File: src/common/ua_consts.svh
// Purpose: Offsets, field positions, reset values for the serial port front end
// Assumes: 13-bit byte address on the register bus
// Notes: Definitions only
`ifndef UA_CONSTS_SVH
`define UA_CONSTS_SVH
`define UA_ADDR_W 13
`define UA_OFF_DATA 13'h1000
`define UA_OFF_IEN 13'h1004
`define UA_OFF_IID 13'h1008
`define UA_OFF_LCTL 13'h100c
`define UA_OFF_MCTL 13'h1010
`define UA_OFF_LSTS 13'h1014
`define UA_OFF_MSTS 13'h1018
`define UA_OFF_SCR 13'h101c
`define UA_LCR_BANK 7
`define UA_THR_RESET 8'hff
`define UA_DLL_RESET 8'h00
`define UA_DLM_RESET 8'h00
`define UA_IID_LS 3'h3
`define UA_IID_RD 3'h2
`define UA_IID_TE 3'h1
`define UA_IID_MS 3'h0
`define UA_RESP_OKAY 2'h0
`define UA_RESP_SLVERR 2'h2
`define UA_RX_FIFO_DEPTH 8
`define UA_TRIG_0 8'h01
`define UA_TRIG_1 8'h04
`define UA_TRIG_2 8'h08
`define UA_TRIG_3 8'h0e
`endif

File: src/common/ua_pkg.sv
// Purpose: Types for the serial port front end
// Assumes: Constants live in ua_consts.svh
// Notes: Bus carriers and the block state record
package ua_pkg;
    typedef enum logic [4:0] {
        UA_IDLE = 5'h01,
        UA_W_ACC = 5'h02,
        UA_W_RESP = 5'h04,
        UA_R_ACC = 5'h08,
        UA_R_RESP = 5'h10
    } ua_bus_state_t;

    typedef struct packed {
        logic [12:0] awaddr;
        logic awvalid;
        logic [31:0] wdata;
        logic [3:0] wstrb;
        logic wvalid;
        logic bready;
        logic [12:0] araddr;
        logic arvalid;
        logic rready;
    } ua_axi_req_t;

    typedef struct packed {
        logic awready;
        logic wready;
        logic [1:0] bresp;
        logic bvalid;
        logic arready;
        logic [31:0] rdata;
        logic [1:0] rresp;
        logic rvalid;
    } ua_axi_rsp_t;

    typedef struct packed {
        ua_bus_state_t bus;
        ua_axi_rsp_t rsp;
        logic [7:0] transmit_holding;
        logic thr_full;
        logic [3:0] interrupt_enable;
        logic [7:0] fifo_control;
        logic [7:0] line_control;
        logic [4:0] modem_control;
        logic [7:0] scratch_pad;
        logic [7:0] dll;
        logic [7:0] divisor_high_byte;
        logic [3:0] line_err;
        logic [3:0] msr_delta;
        logic [3:0] msync1;
        logic [3:0] msync2;
        logic [3:0] mprev;
        logic irq;
        logic ddis;
        logic dtr_n;
        logic rts_n;
        logic out1_n;
        logic out2_n;
        logic dma_rx_n;
        logic dma_tx_n;
        logic [15:0] divisor;
    } ua_state_t;
endpackage

File: src/ua_front_end.sv
// Purpose: Register front end, modem pins and receive buffer of a serial port
// Assumes: Host writes present address and data together
// Notes: Framing and baud generation sit outside this block
`include "ua_consts.svh"

module ua_fifo #(
    parameter int WIDTH = 8,
    parameter int DEPTH = 8
)
(
    input wire logic core_clk,
    input wire logic rst_b,
    input wire logic flush,
    input wire logic in_valid,
    output logic in_ready,
    input wire logic [WIDTH-1:0] in_data,
    output logic out_valid,
    input wire logic out_ready,
    output logic [WIDTH-1:0] out_data,
    output logic [$clog2(DEPTH+1)-1:0] level
);
    localparam int PW = $clog2(DEPTH);
    localparam int LW = $clog2(DEPTH+1);
    typedef struct packed {
        logic [PW-1:0] wp;
        logic [PW-1:0] rp;
        logic [LW-1:0] cnt;
        logic not_full;
    } ua_fifo_state_t;
    ua_fifo_state_t st;
    ua_fifo_state_t n;
    logic [WIDTH-1:0] mem [DEPTH];
    logic push;
    logic pop;

    // Ready is a stored flag so the filling side sees a clean level
    assign in_ready = st.not_full;
    assign out_valid = st.cnt != '0;
    assign out_data = mem[st.rp];
    assign level = st.cnt;
    assign push = in_valid && st.not_full && !flush;
    assign pop = out_ready && out_valid && !flush;

    always_comb
    begin
        n = st;
        if (flush)
        begin
            n = '0;
        end
        else
        begin
            if (push)
            begin
                n.wp = PW'(st.wp + 1'b1);
            end
            if (pop)
            begin
                n.rp = PW'(st.rp + 1'b1);
            end
            n.cnt = LW'(st.cnt + LW'(push) - LW'(pop));
        end
        n.not_full = n.cnt != LW'(DEPTH);
    end

    always_ff @(posedge core_clk)
    begin
        if (!rst_b)
        begin
            st <= '0;
            st.not_full <= 1'b1;
        end
        else
        begin
            st <= n;
        end
    end

    always_ff @(posedge core_clk)
    begin
        if (push)
        begin
            mem[st.wp] <= in_data;
        end
    end
endmodule

module ua_front_end
    import ua_pkg::*;
#(
    parameter int FIFO_DEPTH = `UA_RX_FIFO_DEPTH
)
(
    input wire logic core_clk,
    input wire logic rst_b,
    input wire ua_axi_req_t axi_req,
    output ua_axi_rsp_t axi_rsp,
    input wire logic [7:0] rx_char_data,
    input wire logic rx_char_valid,
    output logic rx_char_ready,
    input wire logic [3:0] rx_line_err,
    output logic [7:0] tx_char_data,
    output logic tx_char_valid,
    input wire logic tx_char_ready,
    input wire logic clear_to_send_n,
    input wire logic data_set_ready_n,
    input wire logic ring_indicate_n,
    input wire logic carrier_detect_n,
    output logic terminal_ready_n,
    output logic request_to_send_n,
    output logic user_output_a_low,
    output logic user_output_b_low,
    output logic driver_disable,
    output logic dma_rx_ready_n,
    output logic dma_tx_ready_n,
    output logic interrupt_out,
    output logic [15:0] baud_divisor
);
    localparam int LW = $clog2(FIFO_DEPTH+1);
    ua_state_t st;
    ua_state_t n;
    logic rx_pop;
    logic rx_flush;
    logic rx_valid;
    logic [7:0] rx_head;
    logic [LW-1:0] rx_level;
    logic [7:0] lvl8;
    logic [7:0] trig;
    logic bank;
    logic [3:0] mchg;
    logic ls_p;
    logic rd_p;
    logic te_p;
    logic ms_p;
    logic [2:0] iid;
    logic [7:0] interrupt_identification;
    logic [7:0] line_status;
    logic [7:0] modem_status;
    logic [12:0] waddr;
    logic [12:0] raddr;
    logic [31:0] wd;

    ua_fifo #(.WIDTH(8), .DEPTH(FIFO_DEPTH)) rx_buf (
        .core_clk(core_clk),
        .rst_b(rst_b),
        .flush(rx_flush),
        .in_valid(rx_char_valid),
        .in_ready(rx_char_ready),
        .in_data(rx_char_data),
        .out_valid(rx_valid),
        .out_ready(rx_pop),
        .out_data(rx_head),
        .level(rx_level)
    );

    assign bank = st.line_control[`UA_LCR_BANK];
    assign waddr = axi_req.awaddr;
    assign raddr = axi_req.araddr;
    assign wd = axi_req.wdata;
    assign lvl8 = 8'(rx_level);
    assign mchg = st.msync2 ^ st.mprev;

    // Line status: data ready, sticky errors, holding empty
    assign line_status = {st.fifo_control[0] & (|st.line_err), ~st.thr_full, ~st.thr_full, st.line_err, rx_valid};
    assign modem_status = {~st.msync2, st.msr_delta};

    assign ls_p = st.interrupt_enable[2] && (|st.line_err);
    assign rd_p = st.interrupt_enable[0] && rx_valid;
    assign te_p = st.interrupt_enable[1] && !st.thr_full;
    assign ms_p = st.interrupt_enable[3] && (|st.msr_delta);

    always_comb
    begin
        if (ls_p)
        begin
            iid = `UA_IID_LS;
        end
        else if (rd_p)
        begin
            iid = `UA_IID_RD;
        end
        else if (te_p)
        begin
            iid = `UA_IID_TE;
        end
        else
        begin
            iid = `UA_IID_MS;
        end
        interrupt_identification = {{2{st.fifo_control[0]}}, 2'b00, iid, ~(ls_p | rd_p | te_p | ms_p)};
        case (st.fifo_control[7:6])
            2'b00: trig = `UA_TRIG_0;
            2'b01: trig = `UA_TRIG_1;
            2'b10: trig = `UA_TRIG_2;
            default: trig = `UA_TRIG_3;
        endcase
    end

    always_comb
    begin
        n = st;
        rx_pop = 1'b0;
        rx_flush = 1'b0;
        // Sync stage one feeds only stage two
        n.msync1 = {carrier_detect_n, ring_indicate_n, data_set_ready_n, clear_to_send_n};
        n.msync2 = st.msync1;
        n.mprev = st.msync2;
        if (st.thr_full && tx_char_ready)
        begin
            n.thr_full = 1'b0;
        end
        case (st.bus)
            UA_IDLE:
            begin
                if (axi_req.awvalid && axi_req.wvalid)
                begin
                    n.bus = UA_W_ACC;
                    n.rsp.awready = 1'b1;
                    n.rsp.wready = 1'b1;
                end
                else if (axi_req.arvalid)
                begin
                    n.bus = UA_R_ACC;
                    n.rsp.arready = 1'b1;
                    if (raddr == `UA_OFF_DATA && !bank)
                    begin
                        n.ddis = 1'b0;
                    end
                end
            end
            UA_W_ACC:
            begin
                n.rsp.awready = 1'b0;
                n.rsp.wready = 1'b0;
                n.rsp.bvalid = 1'b1;
                n.rsp.bresp = `UA_RESP_OKAY;
                n.bus = UA_W_RESP;
                if (waddr == `UA_OFF_DATA)
                begin
                    if (bank)
                    begin
                        n.dll = wd[7:0];
                    end
                    else
                    begin
                        n.transmit_holding = wd[7:0];
                        n.thr_full = 1'b1;
                    end
                end
                else if (waddr == `UA_OFF_IEN)
                begin
                    if (bank)
                    begin
                        n.divisor_high_byte = wd[7:0];
                    end
                    else
                    begin
                        n.interrupt_enable = wd[3:0];
                    end
                end
                else if (waddr == `UA_OFF_IID)
                begin
                    n.fifo_control = {wd[7:6], 2'b00, wd[3], 2'b00, wd[0]};
                    rx_flush = wd[1];
                    if (wd[2])
                    begin
                        n.thr_full = 1'b0;
                    end
                end
                else if (waddr == `UA_OFF_LCTL)
                begin
                    n.line_control = wd[7:0];
                end
                else if (waddr == `UA_OFF_MCTL)
                begin
                    n.modem_control = wd[4:0];
                end
                else if (waddr == `UA_OFF_SCR)
                begin
                    n.scratch_pad = wd[7:0];
                end
                else if (waddr != `UA_OFF_LSTS && waddr != `UA_OFF_MSTS)
                begin
                    n.rsp.bresp = `UA_RESP_SLVERR;
                end
            end
            UA_W_RESP:
            begin
                if (axi_req.bready)
                begin
                    n.rsp.bvalid = 1'b0;
                    n.bus = UA_IDLE;
                end
            end
            UA_R_ACC:
            begin
                n.rsp.arready = 1'b0;
                n.rsp.rvalid = 1'b1;
                n.rsp.rresp = `UA_RESP_OKAY;
                n.rsp.rdata = '0;
                n.bus = UA_R_RESP;
                if (raddr == `UA_OFF_DATA)
                begin
                    if (bank)
                    begin
                        n.rsp.rdata[7:0] = st.dll;
                    end
                    else
                    begin
                        n.rsp.rdata[7:0] = rx_valid ? rx_head : 8'h00;
                        rx_pop = rx_valid;
                    end
                end
                else if (raddr == `UA_OFF_IEN)
                begin
                    n.rsp.rdata[7:0] = bank ? st.divisor_high_byte : {4'h0, st.interrupt_enable};
                end
                else if (raddr == `UA_OFF_IID)
                begin
                    n.rsp.rdata[7:0] = bank ? st.fifo_control : interrupt_identification;
                end
                else if (raddr == `UA_OFF_LCTL)
                begin
                    n.rsp.rdata[7:0] = st.line_control;
                end
                else if (raddr == `UA_OFF_MCTL)
                begin
                    n.rsp.rdata[7:0] = {3'h0, st.modem_control};
                end
                else if (raddr == `UA_OFF_LSTS)
                begin
                    n.rsp.rdata[7:0] = line_status;
                    n.line_err = 4'h0;
                end
                else if (raddr == `UA_OFF_MSTS)
                begin
                    n.rsp.rdata[7:0] = modem_status;
                    n.msr_delta = 4'h0;
                end
                else if (raddr == `UA_OFF_SCR)
                begin
                    n.rsp.rdata[7:0] = st.scratch_pad;
                end
                else
                begin
                    n.rsp.rresp = `UA_RESP_SLVERR;
                end
            end
            UA_R_RESP:
            begin
                if (axi_req.rready)
                begin
                    n.rsp.rvalid = 1'b0;
                    n.ddis = 1'b1;
                    n.bus = UA_IDLE;
                end
            end
            default:
            begin
                n.bus = UA_IDLE;
            end
        endcase
        // New events win over a read-clear in the same cycle
        n.line_err = n.line_err | rx_line_err;
        n.msr_delta = n.msr_delta | {mchg[3], mchg[2] & st.msync2[2], mchg[1], mchg[0]};
        n.dtr_n = ~n.modem_control[0];
        n.rts_n = ~n.modem_control[1];
        n.out1_n = ~n.modem_control[2];
        n.out2_n = ~n.modem_control[3];
        n.divisor = {n.divisor_high_byte, n.dll};
        n.irq = ls_p | rd_p | te_p | ms_p;
        n.dma_tx_n = n.thr_full;
        // Mode 1 holds receive-ready low until the buffer drains
        if (!st.fifo_control[3] || !st.fifo_control[0])
        begin
            n.dma_rx_n = !rx_valid;
        end
        else if (lvl8 >= trig || lvl8 == 8'(FIFO_DEPTH))
        begin
            n.dma_rx_n = 1'b0;
        end
        else if (!rx_valid)
        begin
            n.dma_rx_n = 1'b1;
        end
    end

    always_ff @(posedge core_clk)
    begin
        if (!rst_b)
        begin
            st <= '0;
            st.bus <= UA_IDLE;
            st.transmit_holding <= `UA_THR_RESET;
            st.dll <= `UA_DLL_RESET;
            st.divisor_high_byte <= `UA_DLM_RESET;
            st.msync1 <= 4'hf;
            st.msync2 <= 4'hf;
            st.mprev <= 4'hf;
            st.ddis <= 1'b1;
            st.dtr_n <= 1'b1;
            st.rts_n <= 1'b1;
            st.out1_n <= 1'b1;
            st.out2_n <= 1'b1;
            st.dma_rx_n <= 1'b1;
            st.dma_tx_n <= 1'b0;
        end
        else
        begin
            st <= n;
        end
    end

    assign axi_rsp = st.rsp;
    assign tx_char_data = st.transmit_holding;
    assign tx_char_valid = st.thr_full;
    assign terminal_ready_n = st.dtr_n;
    assign request_to_send_n = st.rts_n;
    assign user_output_a_low = st.out1_n;
    assign user_output_b_low = st.out2_n;
    assign driver_disable = st.ddis;
    assign dma_rx_ready_n = st.dma_rx_n;
    assign dma_tx_ready_n = st.dma_tx_n;
    assign interrupt_out = st.irq;
    assign baud_divisor = st.divisor;
endmodule

File: config.mk
export PLATFORM = sky130hd
export DESIGN_NAME = ua_front_end
export DESIGN_NICKNAME = d
export VERILOG_FILES = /design/src/common/ua_pkg.sv /design/src/ua_front_end.sv
export VERILOG_INCLUDE_DIRS = /design/src /design/src/common
export SDC_FILE = /design/constraint.sdc
export NUM_CORES = 1
export LEC_CHECK = 0
export ABC_AREA = 1
export BUFFER_PORTS_ARGS = -buffer_cell sky130_fd_sc_hd__buf_2
export CORE_MARGIN = 2
export CORE_UTILIZATION = 45
export CTS_BUF_LIST = sky130_fd_sc_hd__clkbuf_8
export CTS_CLUSTER_SIZE = 30
export DETAILED_ROUTE_END_ITERATION = 8
export PLACE_DENSITY = 0.68
export SLEW_MARGIN = 20
export SYNTH_ARGS = -nofsm -noshare
export SYNTH_HDL_FRONTEND = slang
export SYNTH_SLANG_ARGS = --single-unit
File: constraint.sdc
create_clock -name core_clk -period 3.3 [get_ports core_clk]
set_input_delay 0 -clock core_clk [delete_from_list [all_inputs] [get_ports core_clk]]
set_output_delay 0 -clock core_clk [all_outputs]
set_load 0.01 [all_outputs]
==> flow_summary.json, run 1 <==
{
  "outcome": "complete, no violations",
  "cts_root_buf": "clkbuf_8",
  "cts_buffers": 17,
  "fin_cells": 1319,
  "portBuffers": 107,
  "vias": 6806,
  "seq_area_um2": 4200,
  "grt_pass1_wl_um": 32600,
  "routabilityCongestion": 0.884,
  "power_leakage_nw": 3.96,
  "p_clk_share_pct": 33.5,
  "syn_area_um2": 8500,
  "clk_pin_slew_ps": 90,
  "die_width_um": 141,
  "async_flop_share_pct": 0,
  "worstReg2RegStart": "rx_buf.level[2]",
  "synthFlopType": "dfxtp_1",
  "worst_pin_slew_ps": 906,
  "cpMaxStageDelayCell": "fa_1",
  "grt_usage_pct": 21.0,
  "maxCapViolCount": 0,
  "final_util_pct": 51.5,
  "hold_slack_ps": 36.5,
  "ir_drop_mv": 0.265,
  "placement_rows": 50,
  "antenna_found_initial": 0,
  "dieArea_um2": 20000,
  "yosysSeqAreaShare_pct": 49.4,
  "grt_pass1_vias": 6223,
  "ios": 162,
  "nNetsFinal": 1172,
  "coreArea_um2": 18600,
  "synthMostInstantiatedCell": "nand2_1",
  "drt-total-wl_um": 20800,
  "setup.worst_path.class": "reg -> reg",
  "cts_resized": 0,
  "critPathArrivalTime_ps": 2950,
  "crit_chain": "inv_1 > ha_1 > a31oi_1 > buf_4 > nand3_1 > inv_1 > ha_1 > inv_1 > ha_1 > fa_1 > xnor2_1 > nand4_1",
  "grt_overflow": 0,
  "nFillCells": 1756,
  "fin_total_pwr_mw": 4.63,
  "area_delta_synth_final_pct": 13.0,
  "clock_latency_ps": 470,
  "synth_area_leader_cell": "dfxtp_1",
  "ys_warn_count": 0,
  "place_inst": 1251,
  "reg2regPathDepth": 12,
  "die_height_um": 141,
  "r2r-end": "rx_buf.in_ready",
  "synth_common_cells": "nand2_1 (144), dfxtp_1 (114), nor2_1 (110)",
  "rsz0062_at_grt": "no",
  "clk_path_buf_depth": 2,
  "grt_max_degree": 42,
  "place_area_um2": 8840,
  "maxSlewViolCount": 0,
  "worst_setup_path_end_kind": "flip-flop",
  "dp_slack_ps": 730,
  "vias_per_cell": 5.16,
  "cts.sinks": 178,
  "antenna_cells": 0,
  "intPower_mw": 3.32,
  "avgSynthCellArea_um2": 8.74,
  "cp_max_fo": 9,
  "multi_input_area_um2": 3340,
  "drcViolationCount": 0,
  "yosys.cell_types.count": 50,
  "routedWlPerCell_um": 15.8,
  "cts_tree": "done",
  "max_freq_mhz": 385,
  "comb_power_share_pct": 14.2,
  "drt_iter0_markers": 719,
  "period_needed_ps": 2600,
  "start_util_pct": 45.6,
  "worstPathRequired_ps": 3650,
  "p_sw_share_pct": 28.3,
  "hold_buffers": 36,
  "critPathMaxStageDelay_ps": 410,
  "setup_ws_ps": 701,
  "htreeDepth": 4,
  "hold_end": "st[72]",
  "post_cts_buffers": 0,
  "finClkSkew_ps": 9.67,
  "hpwl_um": 14700,
  "synth_edf_count": 64,
  "fin_area_um2": 9600,
  "synth_cells": 973,
  "drive_gt1_share_pct": 19.9,
  "hp-start": "axi_req[55]",
  "r2r_slack_ps": 700,
  "finalCritPeriodShare_pct": 78.8,
  "finalSetupViolCount": 0,
  "hp-class": "in -> reg",
  "critPathLaunchType": "flip-flop",
  "seqPwrFrac_pct": 52.4,
  "dr.pass1.iters": 5,
  "hold_viol_final": 0,
  "holdPathStages": 5,
  "synth_top_cell_area_share_pct": 26.8,
  "max-slew-margin-rel_pct": 39.6,
  "p_per_area_nw_per_um2": 482,
  "synth_area_leaders": "dfxtp_1 (27%), edfxtp_1 (23%), nand2_1 (6.4%)",
  "p_sw_mw": 1.31,
  "tns_ps": 0,
  "ant_nets": 0,
  "yosys_register_bits": 178
}
kinds of logic (layout without fill, tap and decap cells):
| kind of cell | count (synthesis) | after routing | synth area share (%) |
|---|---|---|---|
| flops | 178 | 178 | 49.4 |
| fa+ha+maj | 13 | 13 | 2.00 |
| xor+xnor | 6 | 6 | 0.618 |
| compound gates | 212 | 212 | 14.9 |
| mux | 3 | 3 | 0.353 |
| other cells | 1 | 26 | 0.0441 |
| buf+inv | 200 | 287 | 12.3 |
| simple gates | 360 | 360 | 20.4 |
layout by cell type (no fill, tap or decap), types with 9 or more instances in the layout:
master / netlist / final
a211oi_1: 16 / 16
a21oi_1: 69 / 69
buf_2: 2 / 107
buf_4: 68 / 10
clkbuf_8: 0 / 17
conb_1: 1 / 26
dfxtp_1: 114 / 114
dlygate4sd3_1: 0 / 36
edfxtp_1: 64 / 64
ha_1: 12 / 12
inv_1: 86 / 86
inv_2: 12 / 13
nand2_1: 144 / 144
nand3_1: 35 / 35
nand4_1: 10 / 10
nor2_1: 110 / 110
nor2_4: 9 / 9
nor3_1: 12 / 12
o211ai_1: 13 / 13
o21ai_0: 63 / 63
o21ai_1: 10 / 10
o221ai_1: 13 / 13
or2_2: 12 / 12
area by class of cell:
cell class | instances | share of cell area [%]
sequential | 178 | 43.8
multi-input combinational | 620 | 34.8
timing repair buffer | 153 | 10.1
inverter | 102 | 4.00
tap | 234 | 3.05
clock buffer | 17 | 2.44
clock inverter | 15 | 1.81
worst max-delay path by stage:
stage | start | endpoint | slack [ps]
floorplan | rx_buf.level[2] | rx_buf.in_ready | 780
finish | rx_buf.level[2] | rx_buf.in_ready | 700
global placement | rx_buf.level[2] | rx_buf.in_ready | 770
global route | rx_buf.level[3] | rx_buf.in_ready | 470
CTS | rx_buf.level[2] | rx_buf.in_ready | 700
detailed placement | rx_buf.level[2] | rx_buf.in_ready | 730
worst max-delay path: cells and delay by family, from the launching register on:
kind | cells | cell delay, ps
adder cells (fa/ha/maj) | 4 | 970
buffers and inverters | 4 | 480
flip-flops | 1 | 340
AND/OR/NAND/NOR | 2 | 310
XOR/XNOR | 1 | 210
AO/OA/AOI/OAI | 1 | 160
routing by layer:
metal  vias up  part of all wire (%)  track usage, %
li1       3395                     -               -
met1      3142                    48            29.9
met2       235                    45            32.1
met3        34                   5.6            3.88
met4         0                   2.1            7.58
met5         -                     0               0
flip-flops by register name, indices dropped and copies added (netlist names), named ones only:
| register | flops |
|---|---|
| rx_buf.mem | 64 |
| st | 51 |
| axi_rsp | 14 |
| n | 8 |
| tx_char_data | 8 |
| rx_buf.st | 6 |
| line_status | 4 |
| modem_status | 4 |
| rx_buf.level | 4 |
| bank | 1 |
| baud_divisor | 1 |
| dma_rx_ready_n | 1 |
| dma_tx_ready_n | 1 |
| driver_disable | 1 |
| interrupt_identification | 1 |
| interrupt_out | 1 |
| request_to_send_n | 1 |
| rx_buf.in_ready | 1 |
| terminal_ready_n | 1 |
| user_output_a_low | 1 |
| user_output_b_low | 1 |
power groups by stage:
stage | combinational [mW] | sequential [mW] | clock (mW)
6_report | 0.656 | 2.43 | 1.55
5_1_grt | 0.740 | 2.44 | 1.65
4_1_cts | 0.656 | 2.43 | 1.58
3_5_place_dp | 0.618 | 2.48 | 0
3_3_place_gp | 0.608 | 2.48 | 0
2_1_floorplan | 0.422 | 2.47 | 0
Power figures use the tool's default switching activity.
==> inputs of run 2 (changes only) <==
Clock period 3.3 ns to 2.61 ns, I/O delays scaled along.
==> run 2 against run 1 <==
  * Worst setup slack got worse by 500 ps
  * Critical path depth shrank 1
  * Cell count up 0.83%
  * Clock skew is 3.0 ps higher
  * Largest power group unchanged
  * Global-route usage decreased by 0.58 points
  * Utilization hardly changed
==> flow_summary.json, run 2 (synthesis gave the netlist of run 1 again) <==
{
  "vias": 6837,
  "layout_commonest_cell": "nand2_1",
  "place_inst": 1261,
  "clock_latency_ps": 460,
  "p_per_area_nw_per_um2": 577,
  "largest_reg_flops": 64,
  "post_cts_buffers": 0,
  "die_height_um": 141,
  "ios": 162,
  "drcViolationCount": 0,
  "intPower_mw": 3.98,
  "drt-total-wl_um": 20700,
  "rsz0062_at_grt": "no",
  "hp-class": "in -> reg",
  "finalCritPeriodShare_pct": 92.4,
  "grt_pass1_vias": 6089,
  "worstPathRequired_ps": 2950,
  "cp_max_fo": 4,
  "htreeDepth": 4,
  "critPathLaunchType": "flip-flop",
  "routedWlPerCell_um": 15.6,
  "cts_tree": "done",
  "maxSlewViolCount": 0,
  "antenna_found_initial": 0,
  "die_width_um": 141,
  "maxCapViolCount": 0,
  "grt_overflow": 0,
  "p_clk_share_pct": 29.4,
  "antenna_cells": 0,
  "worst_setup_path_end_kind": "flip-flop",
  "ir_drop_mv": 0.336,
  "grt_pass1_wl_um": 31700,
  "worst_pin_slew_ps": 624,
  "coreArea_um2": 18600,
  "placement_rows": 50,
  "ant_nets": 0,
  "busiest_layer": "met2",
  "cpMaxStageDelayCell": "fa_1",
  "portBuffers": 107,
  "power_leakage_nw": 3.97,
  "clk_pin_slew_ps": 90,
  "p_sw_share_pct": 28.2,
  "p_sw_mw": 1.56,
  "comb_power_share_pct": 15.3,
  "critPathMaxStageDelay_ps": 410,
  "hpwl_um": 14700,
  "layout_common_cells": "nand2_1 (144), dfxtp_1 (114), nor2_1 (110)",
  "drt_iter0_markers": 604,
  "period_needed_ps": 2410,
  "met3_usage_pct": 3.41,
  "grt_max_degree": 33,
  "largest-register": "rx_buf.mem",
  "dieArea_um2": 20000,
  "area_delta_synth_final_pct": 13.1,
  "max-slew-margin-rel_pct": 58.1,
  "grt_util_met2_pct": 31.3,
  "cts_buffers": 17,
  "max_freq_mhz": 415,
  "seqPwrFrac_pct": 55.3,
  "setup.worst_path.class": "reg -> reg",
  "nNetsFinal": 1183,
  "tns_ps": 0,
  "outcome": "complete, no violations",
  "clk_path_buf_depth": 2,
  "vias_per_cell": 5.14,
  "hold_viol_final": 0,
  "cts.sinks": 178,
  "crit_chain": "nor2_1 > inv_2 > nor4_4 > nand3_1 > inv_2 > ha_1 > inv_1 > ha_1 > fa_1 > xnor2_1 > nand4_1",
  "dr.pass1.iters": 5,
  "routabilityCongestion": 0.889,
  "grt_use_met1_pct": 29.0,
  "cts_root_buf": "clkbuf_8",
  "critPathArrivalTime_ps": 2760,
  "finalSetupViolCount": 0,
  "finClkSkew_ps": 12.7,
  "fin_total_pwr_mw": 5.55,
  "grt_usage_pct": 20.4,
  "fin_cells": 1330,
  "drive_gt1_share_pct": 20.4,
  "hold_slack_ps": 42.5,
  "start_util_pct": 45.6
}
run 2: repair_timing:
action	CTS	global route
resized for setup	0	1
hold endpoints to repair	124	0
hold buffers	37	0
setup endpoints to repair	0	1
run 2: layout make-up:
class	count	area, um2
tap	234	293
multi-input combinational	620	3340
clock inverter	15	96.3
timing repair buffer	164	1060
inverter	102	384
clock buffer	17	234
fill	1746	9030
sequential	178	4200
run 2: per-layer routing:
layer / routed length, um / share of wire (%) / up-vias
met2: 9170 / 44 / 254
met3: 1290 / 6.2 / 30
met4: 488 / 2.4 / 0
met1: 9780 / 47 / 3160
met5: 0 / 0 / -
li1: - / - / 3393
run 2: worst max-delay path: cells and delay by family, from the launching register on:
kind | cells | cell delay (ps)
flip-flops | 1 | 360
XOR/XNOR | 1 | 200
adder cells (fa/ha/maj) | 3 | 750
buffers and inverters | 3 | 240
AND/OR/NAND/NOR | 4 | 740
run 2: metrics by stage:
stage / setup slack [ps] / cell area, um2 / util (%)
after global placement: 243 / 8910 / 47.8
after CTS: 187 / 9610 / 51.6
after detailed placement: 192 / 8910 / 47.8
after floorplan: 87.2 / 8600 / -
after global routing: 10.7 / 9610 / 51.6
final: 197 / 9610 / 51.6
run 2: path summary, 6_finish.rpt:
check	startpoint	end	slack [ps]	cells past startpoint
worst max-delay path	st[144]	rx_buf.in_ready	200	11
worst max register to register	st[144]	rx_buf.in_ready	200	11
worst min-delay path	axi_req[55]	st[72]	40	5
worst min register to register	n[28]	n[24]	420	1
run 2: power groups by stage:
stage	combinational, mW	clock [mW]	sequential (mW)
4_1_cts	0.849	1.66	3.07
3_3_place_gp	0.785	0	3.13
2_1_floorplan	0.533	0	3.12
5_1_grt	0.940	1.77	3.08
3_5_place_dp	0.799	0	3.13
6_report	0.849	1.63	3.07
==> inputs of run 3 (changes only) <==
Settings changed: CELL_PAD_IN_SITES_DETAIL_PLACEMENT from default to 1, CELL_PAD_IN_SITES_GLOBAL_PLACEMENT from default to 1, CORE_UTILIZATION 45 to 43, PLACE_DENSITY 0.68 to 0.83.
==> run 3 against run 2 <==
  * Register-to-register slack worse by 40 ps
  * Sequential power barely moved
  * Combinational power is 12% higher
  * Via count grew 7.6%
  * Power up 11%
  * Hold slack improved by 8.9 ps
  * Sequential share of layout area down 0.87 points
  * Utilization fell by 1.2 points
  * Flip-flop and latch count unchanged
  * Largest power group unchanged
  * Highest routed layer unchanged
==> flow_summary.json, run 3 (synthesis gave the netlist of run 1 again) <==
{
  "outcome": "complete, no violations",
  "cpMaxStageDelayCell": "fa_1",
  "path_buf_inv": 3,
  "p_per_area_nw_per_um2": 630,
  "period_needed_ps": 2450,
  "worst_setup_path_end_kind": "flip-flop",
  "die_height_um": 145,
  "maxSlewViolCount": 0,
  "antenna_found_initial": 0,
  "portBuffers": 107,
  "grt_overflow": 0,
  "start_util_pct": 43.7,
  "area_delta_synth_final_pct": 15.3,
  "grt_max_degree": 64,
  "cp_top_family": "adder cells",
  "clk_pin_slew_ps": 110,
  "hold_slack_ps": 51.5,
  "ant_nets": 0,
  "dr.pass1.iters": 5,
  "finalSetupViolCount": 0,
  "setup.worst_path.class": "reg -> reg",
  "nNetsFinal": 1184,
  "hold_viol_final": 0,
  "cts_buffers": 17,
  "finalCritPeriodShare_pct": 93.9,
  "r2r_slack_ps": 160,
  "hpwl_um": 18100,
  "max-slew-margin-rel_pct": 48.6,
  "power_leakage_nw": 4.06,
  "routedWlPerCell_um": 19.4,
  "die_width_um": 145,
  "max_freq_mhz": 408,
  "drt_iter0_markers": 736,
  "vias_per_cell": 5.40,
  "cts_tree": "done",
  "cpMostUsedCell": "ha_1",
  "cp_max_fo": 4,
  "critPathLaunchType": "flip-flop",
  "clk_path_buf_depth": 2,
  "drive_gt1_share_pct": 21.1,
  "htreeDepth": 4,
  "layout_common_cells": "nand2_1 (144), dfxtp_1 (114), nor2_1 (110)",
  "maxCapViolCount": 0,
  "layout_commonest_cell": "nand2_1",
  "cts_root_buf": "clkbuf_8",
  "grt_pass1_wl_um": 40600,
  "drt-total-wl_um": 26500,
  "critPathArrivalTime_ps": 2810,
  "post_cts_buffers": 0,
  "worst_pin_slew_ps": 765,
  "ios": 162,
  "worstPathRequired_ps": 2970,
  "grt_usage_pct": 25.9,
  "hp-class": "in -> reg",
  "largest-register": "rx_buf.mem",
  "grt_pass1_vias": 7512,
  "tns_ps": 0,
  "finClkSkew_ps": 19.6,
  "crit_chain": "inv_1 > ha_1 > a31oi_2 > nand3_2 > inv_2 > ha_1 > inv_1 > ha_1 > fa_1 > xnor2_2 > nand4_1",
  "nFillCells": 2317,
  "clock_latency_ps": 480,
  "ir_drop_mv": 0.322,
  "cts.sinks": 178,
  "critPathMaxStageDelay_ps": 440,
  "drcViolationCount": 0,
  "antenna_cells": 0,
  "coreArea_um2": 19500,
  "placement_rows": 51,
  "vias": 7360,
  "routabilityCongestion": 0.862,
  "dieArea_um2": 20900,
  "largest_reg_flops": 64
}
-- run 3: cell count changes in the layout (fill, tap and decap cells not counted), sizes merged --
cell	delta
bufinv	+4
inv	-1
buf	+2
dlygate4sd3	-1
clkinv	+2
clkbuf	+1
clkinvlp	-6
-- run 3: where the power goes --
group | internal, mW | switching, mW
logic | 0.341 | 0.608
registers | 3.01 | 0.0633
clock network | 1.09 | 1.07
total | 4.44 | 1.74
-- run 3: worst register-to-register path, delay by kind of cell, from the launching register on --
kind / cells / cell delay [ps]
XOR/XNOR: 1 / 200
buffers and inverters: 3 / 270
adder cells (fa/ha/maj): 4 / 1030
AO/OA/AOI/OAI: 1 / 240
flip-flops: 1 / 350
AND/OR/NAND/NOR: 2 / 270
-- run 3: per-layer routing --
metal	track usage, %	vias to the layer above	share of wire (%)
met5	0	-	0
met4	10.5	0	3.1
met3	4.57	60	5.6
met2	42.6	252	48
met1	34.0	3636	43
li1	-	3412	-
-- run 3: layout make-up --
type / count / area (um2) / area share [%]
Sequential cell: 178 / 4200 / 42.9
Timing Repair Buffer: 165 / 1070 / 10.9
Tap cell: 265 / 332 / 3.38
Inverter: 102 / 384 / 3.92
Clock inverter: 14 / 201 / 2.05
Multi-Input combinational cell: 620 / 3360 / 34.3
Clock buffer: 18 / 248 / 2.53
-- run 3: final timing paths --
kind                   startpoint         endpoint  cells after the start
setup reg to reg  rx_buf.level[2]  rx_buf.in_ready                     11
hold / removal        axi_req[58]           st[72]                      4
hold reg to reg             n[31]            n[27]                      1
setup / recovery  rx_buf.level[2]  rx_buf.in_ready                     11
-- run 3: what timing repair did --
item	in CTS	in global routing
hold buffers	36	0
endpoints found under the hold margin	118	0
gates resized for setup	0	4
endpoints found under the setup margin	0	3
-- run 3: metrics by stage --
step	power, mW	std cells	setup WS [ps]	cell area [um2]	utilization, %
final	6.18	1362	160	9810	50.4
after global routing	6.43	1362	-0.000666	9810	50.4
after CTS	6.15	1362	87.0	9790	50.3
after detailed placement	3.99	1294	109	8980	46.1
after global placement	3.93	1294	250	8980	46.1
after floorplan	3.66	998	87.2	8600	-
